### src/logic/sab_consts.svh
`ifndef SERVICE_BUS_CONSTS_SVH
`define SERVICE_BUS_CONSTS_SVH
`define SBUS_ADDR_W 36
`define SBUS_SLV_HI 35
`define SBUS_SLV_LO 32
`define SBUS_LOW_HI 31
`define SBUS_LOW_LO 0
`define SBUS_HALF_BIT 0
`define SBUS_WORD_HI 1
`define SBUS_WORD_LO 0
`define SBUS_SLV_NONE 4'h0
`define SBUS_SLV_DBG 4'h1
`define SBUS_SLV_SYS 4'h4
`define SBUS_SLV_SYSALT 4'h5
`define SBUS_SLV_MTS 4'h6
`define SBUS_SZ_BYTE 2'h0
`define SBUS_SZ_HALF 2'h1
`define SBUS_SZ_WORD 2'h2
`define SBUS_DCC_LO 36'h100000110
`define SBUS_DCC_HI 36'h100000118
`define SBUS_UPAGE_LO 36'h580800000
`define SBUS_UPAGE_HI 36'h581000000
`define SBUS_FCTL_LO 36'h5FFFE0000
`define SBUS_FCTL_HI 36'h5FFFE0400
`define SBUS_FLASH_BASE 36'h580000000
`define SBUS_RATIO_W 16
`define SBUS_RATIO_ONE 16'h0001
`define SBUS_RATIO_MAX 16'hFFFF
`endif

### src/logic/sab_pkg.sv
package service_bus_pkg;
  typedef struct packed {
    logic [35:0] addr;
    logic [1:0] size;
    logic write;
    logic [31:0] wdata;
  } bus_req_s;
  typedef struct packed {
    logic [3:0] sel;
    logic [31:0] addr;
    logic [1:0] size;
    logic write;
    logic [31:0] wdata;
  } slv_req_s;
  typedef enum logic [1:0] {ST_IDLE, ST_WAIT, ST_DONE} bus_state_e;
endpackage

### src/logic/sab_decoder.sv
// What this block does
// Accesses carry a 36-bit address
// Byte, halfword and word transfers supported
// Initiator aligns each access to size
// Top nibble selects slave, low 32 forwarded
// 0 unallocated, 1 debug, 4 system bus
// Slave 5 aliases system bus space
// Slave 6 test unit, others reserved
// Master bridges debugger clock to bus clock
// No debugger rate limit; needs system clock
// Debugger activity restarts clock, stays asleep
// Debugger can measure clock ratio
// System bus reached through bridge
// Security measures block or allow ranges
// Security bit forbids programming and debugging
// Security: debug comm regs, user page read
// Code restriction: flash controller, unprotected pages
// Blocked or reserved access ends in error
`timescale 1ns/100ps
`include "sab_consts.svh"
module service_access_bus_decoder
  import service_bus_pkg::*;
(
  // Clock and reset
  input wire logic CLOCK,
  input wire logic RESETN,
  // Debugger side, inputs in debugger clock domain, outputs from CLOCK
  input wire logic DBG_CLK,
  input wire logic DBG_REQ_TGL,
  input wire bus_req_s DBG_REQ,
  output logic DBG_ACK_TGL,
  output logic DBG_ERR,
  output logic [31:0] DBG_RDATA,
  output logic [15:0] DBG_RATIO,
  // Power management
  output logic CLK_RESTART_REQ,
  // Security controls
  input wire logic SEC_BIT,
  input wire logic SEC_USER_CODE,
  input wire logic [35:0] BOOT_PROTECT_SIZE,
  input wire logic [35:0] FLASH_SIZE,
  // Slave side
  output logic SLV_VALID,
  output slv_req_s SLV_REQ,
  input wire logic SLV_DONE,
  input wire logic SLV_ERR,
  input wire logic [31:0] SLV_RDATA
);
  typedef struct packed {
    logic [1:0] tgl_sync;
    logic tgl_seen;
    bus_req_s req_meta;
    bus_req_s req_sync;
    logic [1:0] clk_sync;
    logic clk_prev;
    logic [`SBUS_RATIO_W-1:0] cnt;
    logic [`SBUS_RATIO_W-1:0] ratio;
    bus_state_e st;
    logic ack_tgl;
    logic err;
    logic [31:0] rdata;
    logic restart;
    logic valid;
    slv_req_s req;
  } state_s;

  state_s s_r;
  state_s s_nxt;

  logic [35:0] addr;
  logic [3:0] sel;
  logic new_req;
  logic misalign;
  logic slave_ok;
  logic sec_ok;
  logic dcc_hit;
  logic upage_hit;
  logic upage_read;
  logic fctl_hit;
  logic flash_hit;
  logic refuse;
  logic [35:0] fl_lo;
  logic [35:0] fl_hi;

  always_comb begin
    s_nxt = s_r;

    // Full address from synchronised request
    addr = s_r.req_sync.addr;

    // Slave number split
    sel = addr[`SBUS_SLV_HI:`SBUS_SLV_LO];

    // Size and alignment check
    unique case (s_r.req_sync.size)
      `SBUS_SZ_BYTE: begin
        misalign = 1'b0;
      end
      `SBUS_SZ_HALF: begin
        misalign = addr[`SBUS_HALF_BIT];
      end
      `SBUS_SZ_WORD: begin
        misalign = |addr[`SBUS_WORD_HI:`SBUS_WORD_LO];
      end
      default: begin
        misalign = 1'b1;
      end
    endcase

    // Slave map
    unique case (sel)
      `SBUS_SLV_DBG: begin
        slave_ok = 1'b1;
      end
      `SBUS_SLV_SYS: begin
        slave_ok = 1'b1;
      end
      `SBUS_SLV_SYSALT: begin
        slave_ok = 1'b1;
      end
      `SBUS_SLV_MTS: begin
        slave_ok = 1'b1;
      end
      default: begin
        slave_ok = 1'b0;
      end
    endcase

    // Range windows
    dcc_hit = (addr >= `SBUS_DCC_LO) &&
      (addr <= `SBUS_DCC_HI);
    upage_hit = (addr >= `SBUS_UPAGE_LO) &&
      (addr < `SBUS_UPAGE_HI);
    upage_read = upage_hit && !s_r.req_sync.write;
    fctl_hit = (addr >= `SBUS_FCTL_LO) &&
      (addr < `SBUS_FCTL_HI);
    fl_lo = `SBUS_FLASH_BASE + BOOT_PROTECT_SIZE;
    fl_hi = `SBUS_FLASH_BASE + FLASH_SIZE;
    flash_hit = (addr >= fl_lo) &&
      (addr < fl_hi);

    // Security bit restrictions
    if (SEC_BIT) begin
      sec_ok = dcc_hit || upage_read;
    // User code programming restrictions
    end else if (SEC_USER_CODE) begin
      sec_ok = dcc_hit || upage_read || fctl_hit || flash_hit;
    end else begin
      sec_ok = 1'b1;
    end

    refuse = misalign || !slave_ok || !sec_ok;

    // Two-flop crossings
    s_nxt.tgl_sync = {s_r.tgl_sync[0], DBG_REQ_TGL};
    s_nxt.req_meta = DBG_REQ;
    s_nxt.req_sync = s_r.req_meta;
    s_nxt.clk_sync = {s_r.clk_sync[0], DBG_CLK};
    s_nxt.clk_prev = s_r.clk_sync[1];

    new_req = s_r.tgl_sync[1] != s_r.tgl_seen;

    // Cycles per debugger clock period
    if (s_r.clk_sync[1] && !s_r.clk_prev) begin
      s_nxt.ratio = s_r.cnt;
      s_nxt.cnt = `SBUS_RATIO_ONE;
    end else if (s_r.cnt != `SBUS_RATIO_MAX) begin
      s_nxt.cnt = s_r.cnt + `SBUS_RATIO_ONE;
    end

    // Clock restart on debugger activity
    s_nxt.restart = new_req || (s_r.st != ST_IDLE);

    unique case (s_r.st)
      ST_IDLE: begin
        if (new_req) begin
          s_nxt.tgl_seen = s_r.tgl_sync[1];
          // Refused access ends in error
          if (refuse) begin
            s_nxt.err = 1'b1;
            s_nxt.rdata = '0;
            s_nxt.st = ST_DONE;
          end else begin
            // Forward to slave or bridge
            s_nxt.valid = 1'b1;
            s_nxt.req.sel = sel;
            s_nxt.req.addr = addr[`SBUS_LOW_HI:`SBUS_LOW_LO];
            s_nxt.req.size = s_r.req_sync.size;
            s_nxt.req.write = s_r.req_sync.write;
            s_nxt.req.wdata = s_r.req_sync.wdata;
            s_nxt.st = ST_WAIT;
          end
        end
      end

      ST_WAIT: begin
        // Completes only on running clock
        if (SLV_DONE) begin
          s_nxt.valid = 1'b0;
          s_nxt.err = SLV_ERR;
          s_nxt.rdata = SLV_RDATA;
          s_nxt.st = ST_DONE;
        end
      end
      ST_DONE: begin
        s_nxt.ack_tgl = ~s_r.ack_tgl;
        s_nxt.st = ST_IDLE;
      end
      default: begin
        s_nxt.st = ST_IDLE;
      end
    endcase
  end

  always_ff @(posedge CLOCK) begin
    if (!RESETN) begin
      s_r <= '0;
    end else begin
      s_r <= s_nxt;
    end
  end

  // Outputs straight from the state register
  assign DBG_ACK_TGL = s_r.ack_tgl;
  assign DBG_ERR = s_r.err;
  assign DBG_RDATA = s_r.rdata;
  assign DBG_RATIO = s_r.ratio;
  assign CLK_RESTART_REQ = s_r.restart;
  assign SLV_VALID = s_r.valid;
  assign SLV_REQ = s_r.req;
endmodule

### config.mk
export PLATFORM = sky130hd
export DESIGN_NAME = service_access_bus_decoder
export DESIGN_NICKNAME = d
export VERILOG_FILES = /design/src/logic/sab_pkg.sv /design/src/logic/sab_decoder.sv
export VERILOG_INCLUDE_DIRS = /design/src /design/src/logic
export SDC_FILE = /design/constraint.sdc
export NUM_CORES = 1
export LEC_CHECK = 0
export BUFFER_PORTS_ARGS = -buffer_cell sky130_fd_sc_hd__buf_4
export CORE_MARGIN = 4
export CORE_UTILIZATION = 40
export CTS_CLUSTER_DIAMETER = 30
export CTS_CLUSTER_SIZE = 16
export DETAILED_ROUTE_END_ITERATION = 10
export PLACE_DENSITY = 0.75
export SLEW_MARGIN = 20
export SYNTH_ARGS = -nofsm -noshare
export SYNTH_HDL_FRONTEND = slang
export SYNTH_SLANG_ARGS = --single-unit
### constraint.sdc
create_clock -name CLOCK -period 3.55 [get_ports CLOCK]
set_clock_uncertainty 0.15 [all_clocks]
set_input_delay 0.71 -clock CLOCK [delete_from_list [all_inputs] [get_ports CLOCK]]
set_output_delay 0.71 -clock CLOCK [all_outputs]
set_load 0.05 [all_outputs]
======== Word level (Yosys, flattened, before mapping) ========
Cells that the tools add are included.
cells by class
  equality and inequality tests ........... 14
  muxes and demuxes ....................... 18
  reduce and logical (&&, ||, !) cells .... 29
  bitwise operators ....................... 3
  $add $sub $neg .......................... 3
  $lt $le $gt $ge ......................... 8
operator list
  kind                    count
  $mux 72                 2
  $mux 33                 3
  $add 35x36->36 const A  2
  $ge 36x35->1 const B    2
  $lt 36x35->1 const B    2
  $pmux 33 s2             1
  $ge 36x33->1 const B    1
  $ge 36x36->1            1
  $le 36x33->1 const B    1
  $lt 36x36->1            1
  $add 16x1->16 const B   1
  $ne 16x16->1 const B    1
  $eq 4x3->1 const B      3
  $ne 2x2->1 const B      4
  $reduce_and 4->1        2
  $logic_and 1x1->1       6
  $logic_or 1x1->1        6
  $mux 1                  6
  $mux 2                  3
  $reduce_bool 2->1       3
  $eq 2x1->1 const B      2
  $eq 2x2->1 const B      2
  $eq 4x1->1 const B      1
  $logic_not 1->1         4
  10 further kinds        15
storage, ports and cells
  register bits ........................... 289
  word-level logic and storage cells ...... 101

======== Longest topological paths before layout ========
Gate-level depths: netlist (run 1).
  depth in word-level cells ............... 13
  depth in mapped cells ................... 15
  mapped depth without buffers ............ 13

======== Worst setup path after synthesis (run 1) ========
OpenSTA, ideal clock, no wires.
  path type ............................... input to register
  start point ............................. input port BOOT_PROTECT_SIZE[31]
  end point ............................... register s_r, in the netlist SLV_REQ[0]
  data arrival time ....................... 3216 ps
  path buffers ............................ 2
  path slack .............................. 113 ps
  stages .................................. 14
  required time ........................... 3328 ps
  path through ............................ inv_1 > ha_1 > inv_1 > a21oi_1 > xor2_1 > ha_1 > nand4_2 > nor4_2 > a41oi_1 > a311o_1 > a211oi_2 > buf_6 > buf_12 > mux2i_1
between the ends
  word-level cells in the longest chain between the ends .. 10
RTL lines
  item                               line                text
  from (decl)                        sab_decoder.sv:40   input wire logic [35:0] BOOT_PROTECT_SIZE,
  $add 35x36->36 (no source line)    --
  $ge 36x36->1                       sab_decoder.sv:139  flash_hit = (addr >= fl_lo) &&
  $logic_and 1x1->1                  sab_decoder.sv:139
  $logic_or 1x1->1                   sab_decoder.sv:147  sec_ok = dcc_hit || upage_read || fctl_hit || flash_hit;
  $mux 1                             sab_decoder.sv:146  end else if (SEC_USER_CODE) begin
  $mux 1                             sab_decoder.sv:143  if (SEC_BIT) begin
  $logic_not 1->1                    sab_decoder.sv:152  refuse = misalign || !slave_ok || !sec_ok;
  $logic_or 1x1->1                   sab_decoder.sv:152
  $not 1->1 (no source line)         --
  $reduce_and 3->1 (no source line)  --
  to (signal assigned)               sab_decoder.sv:219  s_r <= s_nxt;
  to (decl)                          sab_decoder.sv:67   state_s s_r;
Every way passes these cells.
A chain may end at the register's enable or synchronous reset.

======== Worst setup path after layout (run 1) ========
  start point ............................. input port BOOT_PROTECT_SIZE[32]
  end point ............................... register s_r, in the netlist SLV_REQ[22]
The elaborated chain is that of the path after synthesis.

==> run summary, run 1 <==
FFs w/ async S/R, synth -> 0
Routed wire length per instance -> 15.1 um
I/O pin total -> 306
Fin Setup TNS -> 0 ns
N_diodes -> 0
Residual DRC -> 0
Die H -> 185 um
Multi-input combinational cell area -> 5090 um^2
Die width -> 185 um
Nets -> 1834
Post-synth EDFFs -> 0
Longest Clk Path Bufs -> 3
Synth-to-Final Area Change -> 30.7%
Post-synthesis sequential area ratio -> 0.463
Dominant cells by area after synthesis -> dfxtp_1 (46%), and2_1 (7.5%), ha_1 (7.4%), buf_4 (7.2%), nand2_1 (7.1%)
Hold buffers post-CTS -> 0
RSZ-0062 raised after global routing -> no
Cell count after synthesis -> 1362
Post-CTS setup buffer count -> 0
Post-synth top area share -> 0.463
Mapped Area -> 12500 um^2
Status -> complete, no violations
Pins Over Slew Limit -> 0
Top cells by count, synth -> dfxtp_1 (289), nand2_1 (236), and2_1 (150), buf_4 (120), inv_1 (106)
Leakage -> 7.22 nW
Required @ worst endpoint -> 3.90 ns
Vias -> 9402
Initial antenna violation count -> 0
CP endpoint kind -> flop
Overflow after GRT -> 0
Register area -> 5790 um^2
Vias in the first global route -> 9727
Final HPWL DP -> 22700 um
Gates resized, CTS repair -> 0
Number of detailed-route iterations in the first pass -> 5
Filler cells -> 2697
Root Buffer -> clkbuf_16
PD cells -> 567 nW/um^2
Final ANT Viol Nets -> 0
Crit path DAT -> 3.70 ns
Synth warnings -> 0
Core Area -> 30700 um^2
Maximum vdd drop -> 0.377 mV
Synth area leader -> dfxtp_1
Distinct cells, synth -> 56
Worst Max-Slew Pin Slew -> 0.733 ns
Flops & latches, synth -> 289
Syn_nets -> 1619
TritonCTS Buffers -> 59
CTS sink cnt -> 289
Placed cell count -> 1912
Port bufs -> 305
DR vias/cell -> 4.65
Fin cells -> 2024
Crit path max fanout -> 16
CTS tree -> yes
Final setup fails -> 0
Main synth FF type -> dfxtp_1
Max-slew headroom -> 0.511
Crit share post-route -> 0.944
GRT Total Usage -> 0.174
CP Class -> input port to flop
Share of layout cells above drive strength 1 -> 0.275
CTS clk-pin slew, worst paths -> 0.05 ns
Worst setup SP type -> input port
Hold Violations, Final -> 0
Global-route wire length before repair -> 48200 um
H-tree depth -> 2
Initial core utilization -> 0.407
RD Place Congestion -> 0.836
Synth Area per Inst -> 9.17 um^2
Worst min path class -> input port to flop
DR iter-0 viols -> 409
Pin count of the biggest net entering global routing -> 123
MaxCap Viol Count -> 0
Total Wirelength -> 30600 um
Peak Freq -> 0.299 GHz
Worst skew pair latency -> 0.58 ns
Rows -> 64
DIE AREA -> 34100 um^2
Crit path time final -> 3.35 ns
Most frequent cell after synthesis -> dfxtp_1
==> logic make-up after synthesis <==
group                    synth area share
AND/OR/NAND/NOR                     0.195
flip-flops                          0.463
buffers and inverters               0.131
AO/OA/AOI/OAI                      0.0691
adder cells (fa/ha/maj)            0.0741
multiplexers                       0.0561
XOR/XNOR                           0.0112
==> critical path: stages <==
cell	delay (ns)
buf_4	0.12
inv_1	0.06
ha_1	0.15
inv_1	0.04
a21oi_1	0.16
xor2_1	0.09
ha_1	0.31
nand4_2	0.16
nor4_4	0.38
a41oi_1	0.16
a311o_1	0.45
a211oi_4	0.27
buf_4	0.22
buf_12	0.19
mux2i_1	0.22
==> per-layer routing <==
| metal | GRT usage | vias up | routed length [um] |
|---|---|---|---|
| met4 | 0.0690 | 0 | 924 |
| li1 | - | 4761 | - |
| met5 | 0 | - | 0 |
| met1 | 0.208 | 4293 | 12500 |
| met2 | 0.305 | 279 | 15400 |
| met3 | 0.0385 | 69 | 1780 |
==> metrics by stage <==
stage | util | total power [W] | setup slack (ns) | cell area [um^2] | hold WS, ns
after floorplan | - | 0.00373 | 0.113 | 12500 | 0.260
after global placement | 0.467 | 0.00398 | -0.333 | 14300 | 0.265
after detailed placement | 0.467 | 0.00400 | -0.464 | 14300 | 0.268
after CTS | 0.532 | 0.00938 | 0.123 | 16300 | 0.160
after global routing | 0.533 | 0.00962 | 0.0121 | 16300 | 0.162
final | 0.533 | 0.00927 | 0.200 | 16300 | 0.187
==> layout by cell type (no fill, tap or decap), types with 4 or more instances in the layout <==
cell type / count
or3_1: 4
a21boi_0: 21
xor2_1: 7
ha_1: 74
nand4_1: 19
a21oi_1: 36
clkbuf_16: 59
o21ai_1: 11
mux2i_1: 70
inv_1: 106
nand3_1: 17
nor3_1: 18
nand2b_1: 5
buf_12: 7
o21ai_0: 35
inv_6: 14
nand2_1: 236
buf_4: 320
o21a_1: 5
clkinvlp_4: 10
clkinv_4: 7
and2_1: 150
dfxtp_1: 289
clkinv_2: 12
xnor2_1: 9
nor4_1: 6
clkbuf_8: 4
nor2_1: 24
==> registers in the layout, summed over array words and instances, names as in the netlist <==
| name | cells |
|---|---|
| DBG_ERR | 1 |
| CLK_RESTART_REQ | 1 |
| SLV_REQ | 71 |
| DBG_RATIO | 16 |
| addr | 36 |
| DBG_ACK_TGL | 1 |
| s_r | 56 |
| SLV_VALID | 1 |
| s_nxt | 74 |
| DBG_RDATA | 32 |
==> where the power goes <==
group          total [W]  switching, W  internal [W]
Clock            0.00533       0.00194       0.00340
Sequential       0.00339     0.0000527       0.00334
Combinational   0.000543      0.000259      0.000284
Total            0.00927       0.00225       0.00702
==> worst paths after layout <==
kind              endpoint  cells past startpoint                   from  slack [ns]
max reg2reg    SLV_REQ[22]                     10               addr[21]        0.46
min reg2reg       s_r[160]                      1             s_nxt[160]        0.26
max            SLV_REQ[22]                     15  BOOT_PROTECT_SIZE[32]        0.20
min          DBG_RDATA[12]                      3          SLV_RDATA[12]        0.19
==> layout make-up <==
type | instances | area share
inverters | 106 | 0.0244
repair buffers | 328 | 0.157
well taps | 396 | 0.0303
multi-input cells | 793 | 0.312
clock inverters | 49 | 0.0297
clock buffers | 63 | 0.0932
flip-flops and latches | 289 | 0.354
(Power assumes the default switching activity.)
==> run 2, diff against run 1 <==
--- a/config.mk
+++ b/config.mk
@@ -6,6 +6,7 @@
 export SDC_FILE = /design/constraint.sdc
 export NUM_CORES = 1
 export LEC_CHECK = 0
+export ABC_AREA = 1
 export BUFFER_PORTS_ARGS = -buffer_cell sky130_fd_sc_hd__buf_4
 export CORE_MARGIN = 4
 export CORE_UTILIZATION = 40
==> run 2 against run 1 <==
Against the previous run:
- final cell count increased by 30%
- synthesized cell count increased by 41%
- global-route usage increased by 0.50 points
- sequential cell count unchanged
- register-to-register slack improved by 0.27 ns
- combinational power increased by 150%
- die area increased by 6.3%
- non-clock buffer count decreased by 2
==> run summary, run 2 <==
Status -> complete, no violations (unchanged)
Root Buffer -> clkbuf_16 (unchanged)
Residual DRC -> 0 (unchanged)
Total Wirelength -> 33300 um (was 30600 um)
Overflow after GRT -> 0 (unchanged)
I/O pin total -> 306 (unchanged)
Post-Synth Adder-Cell Area -> 0.0695 (was 0.0741)
CP Class -> input port to flop (unchanged)
CP endpoint kind -> flop (unchanged)
Distinct cells, synth -> 28 (was 56)
Hold buffers post-CTS -> 0 (unchanged)
Vias -> 11200 (was 9402)
R2R Setup Slk -> 0.73 ns (was 0.46 ns)
Largest family of logic cells by synthesized area -> simple AND/OR/NAND/NOR gates (unchanged)
Most frequent cell after synthesis -> nand2_1 (was dfxtp_1)
Placed inst area -> 15300 um^2 (was 14300 um^2)
Crit path time final -> 3.13 ns (was 3.35 ns)
Worst Max-Slew Pin Slew -> 0.695 ns (was 0.733 ns)
Post-CTS setup buffer count -> 0 (unchanged)
Hold Violations, Final -> 0 (unchanged)
Worst setup SP type -> input port (unchanged)
MaxCap Viol Count -> 0 (unchanged)
CTS tree -> yes (unchanged)
Nets -> 2385 (was 1834)
Gates resized, CTS repair -> 0 (unchanged)
Fin Hold WS -> 0.159 ns (was 0.187 ns)
Cell count after synthesis -> 1916 (was 1362)
Final setup fails -> 0 (unchanged)
Post-synth EDFFs -> 0 (unchanged)
Initial core utilization -> 0.407 (about the same)
Most common cell after layout, fill and taps aside -> nand2_1 (was buf_4)
Peak Freq -> 0.319 GHz (was 0.299 GHz)
Final HPWL DP -> 24400 um (was 22700 um)
Worst min path class -> input port to flop (unchanged)
RSZ-0062 raised after global routing -> no (unchanged)
Max FFs per register -> 74 (unchanged)
Pins Over Slew Limit -> 0 (unchanged)
Vias in the first global route -> 11200 (was 9727)
Post-Synth XOR/XNOR Area -> 0.00855 (was 0.0112)
Main synth FF type -> dfxtp_1 (unchanged)
DIE AREA -> 36300 um^2 (was 34100 um^2)
Max-slew headroom -> 0.536 (was 0.511)
TritonCTS Buffers -> 61 (was 59)
Number of detailed-route iterations in the first pass -> 5 (unchanged)
GRT Total Usage -> 0.179 (was 0.174)
Top cells by count, synth -> nand2_1 (487), inv_1 (417), nor2_1 (310), dfxtp_1 (289), buf_4 (121) (was dfxtp_1 (289), nand2_1 (236), and2_1 (150), buf_4 (120), inv_1 (106))
Crit path DAT -> 3.49 ns (was 3.70 ns)
Mux cell area share after synthesis -> 0 (was 0.0561)
FFs w/ async S/R, synth -> 0 (unchanged)
Pre-CTS WS -> -0.164 ns (was -0.464 ns)
Routed wire length per instance -> 12.7 um (was 15.1 um)
PD cells -> 613 nW/um^2 (was 567 nW/um^2)
Synth Area in Simple Gates -> 0.246 (was 0.195)
Maximum vdd drop -> 0.355 mV (was 0.377 mV)
Mapped Area -> 13300 um^2 (was 12500 um^2)
Flops & latches, synth -> 289 (unchanged)
Syn_nets -> 2173 (was 1619)
Leading cell types in the layout, fill and taps excluded -> nand2_1 (486), inv_1 (417), buf_4 (318) (was buf_4 (320), dfxtp_1 (289), nand2_1 (236))
Synth area leader -> dfxtp_1 (unchanged)
RD Place Congestion -> 0.839 (was 0.836)
Layout Utilization -> 0.534 (was 0.533)
Die H -> 190 um (was 185 um)
CTS sink cnt -> 289 (unchanged)
Post-route design area -> 17500 um^2 (was 16300 um^2)
Die width -> 190 um (was 185 um)
Post-synth top area share -> 0.434 (was 0.463)
Global-route wire length before repair -> 53300 um (was 48200 um)
Pin count of the biggest net entering global routing -> 121 (was 123)
Leakage -> 10.4 nW (was 7.22 nW)
Worst skew pair latency -> 0.58 ns (about the same)
Port bufs -> 305 (unchanged)
Crit share post-route -> 0.883 (was 0.944)
Dominant cells by area after synthesis -> dfxtp_1 (43%), nand2_1 (14%), inv_1 (12%), nor2_1 (8.7%), ha_1 (7.0%) (was dfxtp_1 (46%), and2_1 (7.5%), ha_1 (7.4%), buf_4 (7.2%), nand2_1 (7.1%))
Share of layout cells above drive strength 1 -> 0.204 (was 0.275)
Final ANT Viol Nets -> 0 (unchanged)
CTS clk-pin slew, worst paths -> 0.05 ns (about the same)
Rows -> 66 (was 64)
Setup WS post-layout -> 0.417 ns (was 0.200 ns)
Synth warnings -> 0 (unchanged)
Initial antenna violation count -> 2 (was 0)
H-tree depth -> 2 (unchanged)
DR iter-0 viols -> 403 (was 409)
DR vias/cell -> 4.27 (was 4.65)
Crit path max fanout -> 24 (was 16)
Compound-cell area share of the yosys netlist -> 0.0380 (was 0.0691)
Post-synthesis sequential area ratio -> 0.434 (was 0.463)
Synth Area per Inst -> 6.95 um^2 (was 9.17 um^2)
Core Area -> 32700 um^2 (was 30700 um^2)
Longest Clk Path Bufs -> 3 (unchanged)
Required @ worst endpoint -> 3.91 ns (was 3.90 ns)
Synth-to-Final Area Change -> 31.1% (was 30.7%)
run 2: cell count changes after synthesis, moves of 15 or more:
| cell | before | now |
|---|---|---|
| a21boi_0 | 21 | 0 |
| a21oi_1 | 36 | 51 |
| and2_1 | 150 | 0 |
| inv_1 | 106 | 417 |
| mux2i_1 | 70 | 0 |
| nand2_1 | 236 | 487 |
| nand4_1 | 19 | 4 |
| nor2_1 | 24 | 310 |
run 2: worst max-delay path, stage by stage:
cell,delay [ns]
buf_4,0.09
inv_1,0.03
ha_1,0.20
o21ai_0,0.21
xnor2_1,0.09
ha_1,0.29
nand2_1,0.06
nor2_1,0.17
nand2_1,0.10
nor2_1,0.17
nand3_1,0.11
nand2_1,0.06
nor2_1,0.03
nand2_1,0.06
nand2_1,0.05
nand2_1,0.05
nand2_1,0.04
nand2_1,0.17
nand4_4,0.13
buf_4,0.22
buf_12,0.16
nand2_1,0.06
nand2_1,0.05
nor2_1,0.14
run 2: area by class of cell:
cell class / instances / area (um^2)
clock buffers: 71 / 1660
inverters: 417 / 1570
diodes: 1 / 2.50
multi-input cells: 1033 / 4830
well taps: 442 / 553
clock inverters: 45 / 517
flip-flops and latches: 289 / 5790
repair buffers: 326 / 2540
fillers: 3026 / 15200
run 2: per-layer routing:
| metal | vias up | global-route usage | wire length, um |
|---|---|---|---|
| li1 | 5891 | - | - |
| met1 | 4901 | 0.201 | 13400 |
| met2 | 327 | 0.310 | 16000 |
| met3 | 83 | 0.0626 | 2790 |
| met4 | 2 | 0.0727 | 1120 |
| met5 | - | 0 | 13 |
run 2: final timing paths:
path | start | endpoint | cells past startpoint
worst max-delay path | BOOT_PROTECT_SIZE[31] | SLV_REQ[53] | 24
worst min-delay path | DBG_REQ[47] | s_nxt[191] | 3
worst max register to register | addr[34] | SLV_REQ[53] | 19
worst min register to register | s_nxt[203] | addr[24] | 2
run 2: cells by family (layout without fill, tap and decap cells):
logic type / count (synthesis) / count (layout)
xor+xnor: 13 / 13
buf+inv: 594 / 859
other cells: 0 / 1
simple gates: 849 / 849
fa+ha+maj: 74 / 74
compound gates: 97 / 97
flops: 289 / 289
run 2: power by group:
| part | internal [W] | switching (W) |
|---|---|---|
| sequential | 0.00344 | 0.000110 |
| clock | 0.00388 | 0.00193 |
| combinational | 0.000484 | 0.000861 |
| total | 0.00781 | 0.00290 |
run 2: through the flow:
step                      setup TNS (ns)  total power [W]  cells
after floorplan                        0          0.00459   1916
after global placement                 0          0.00492   2507
after detailed placement          -10.79          0.00496   2507
after CTS                              0           0.0108   2623
after global routing                   0           0.0112   2624
final                                  0           0.0107   2624
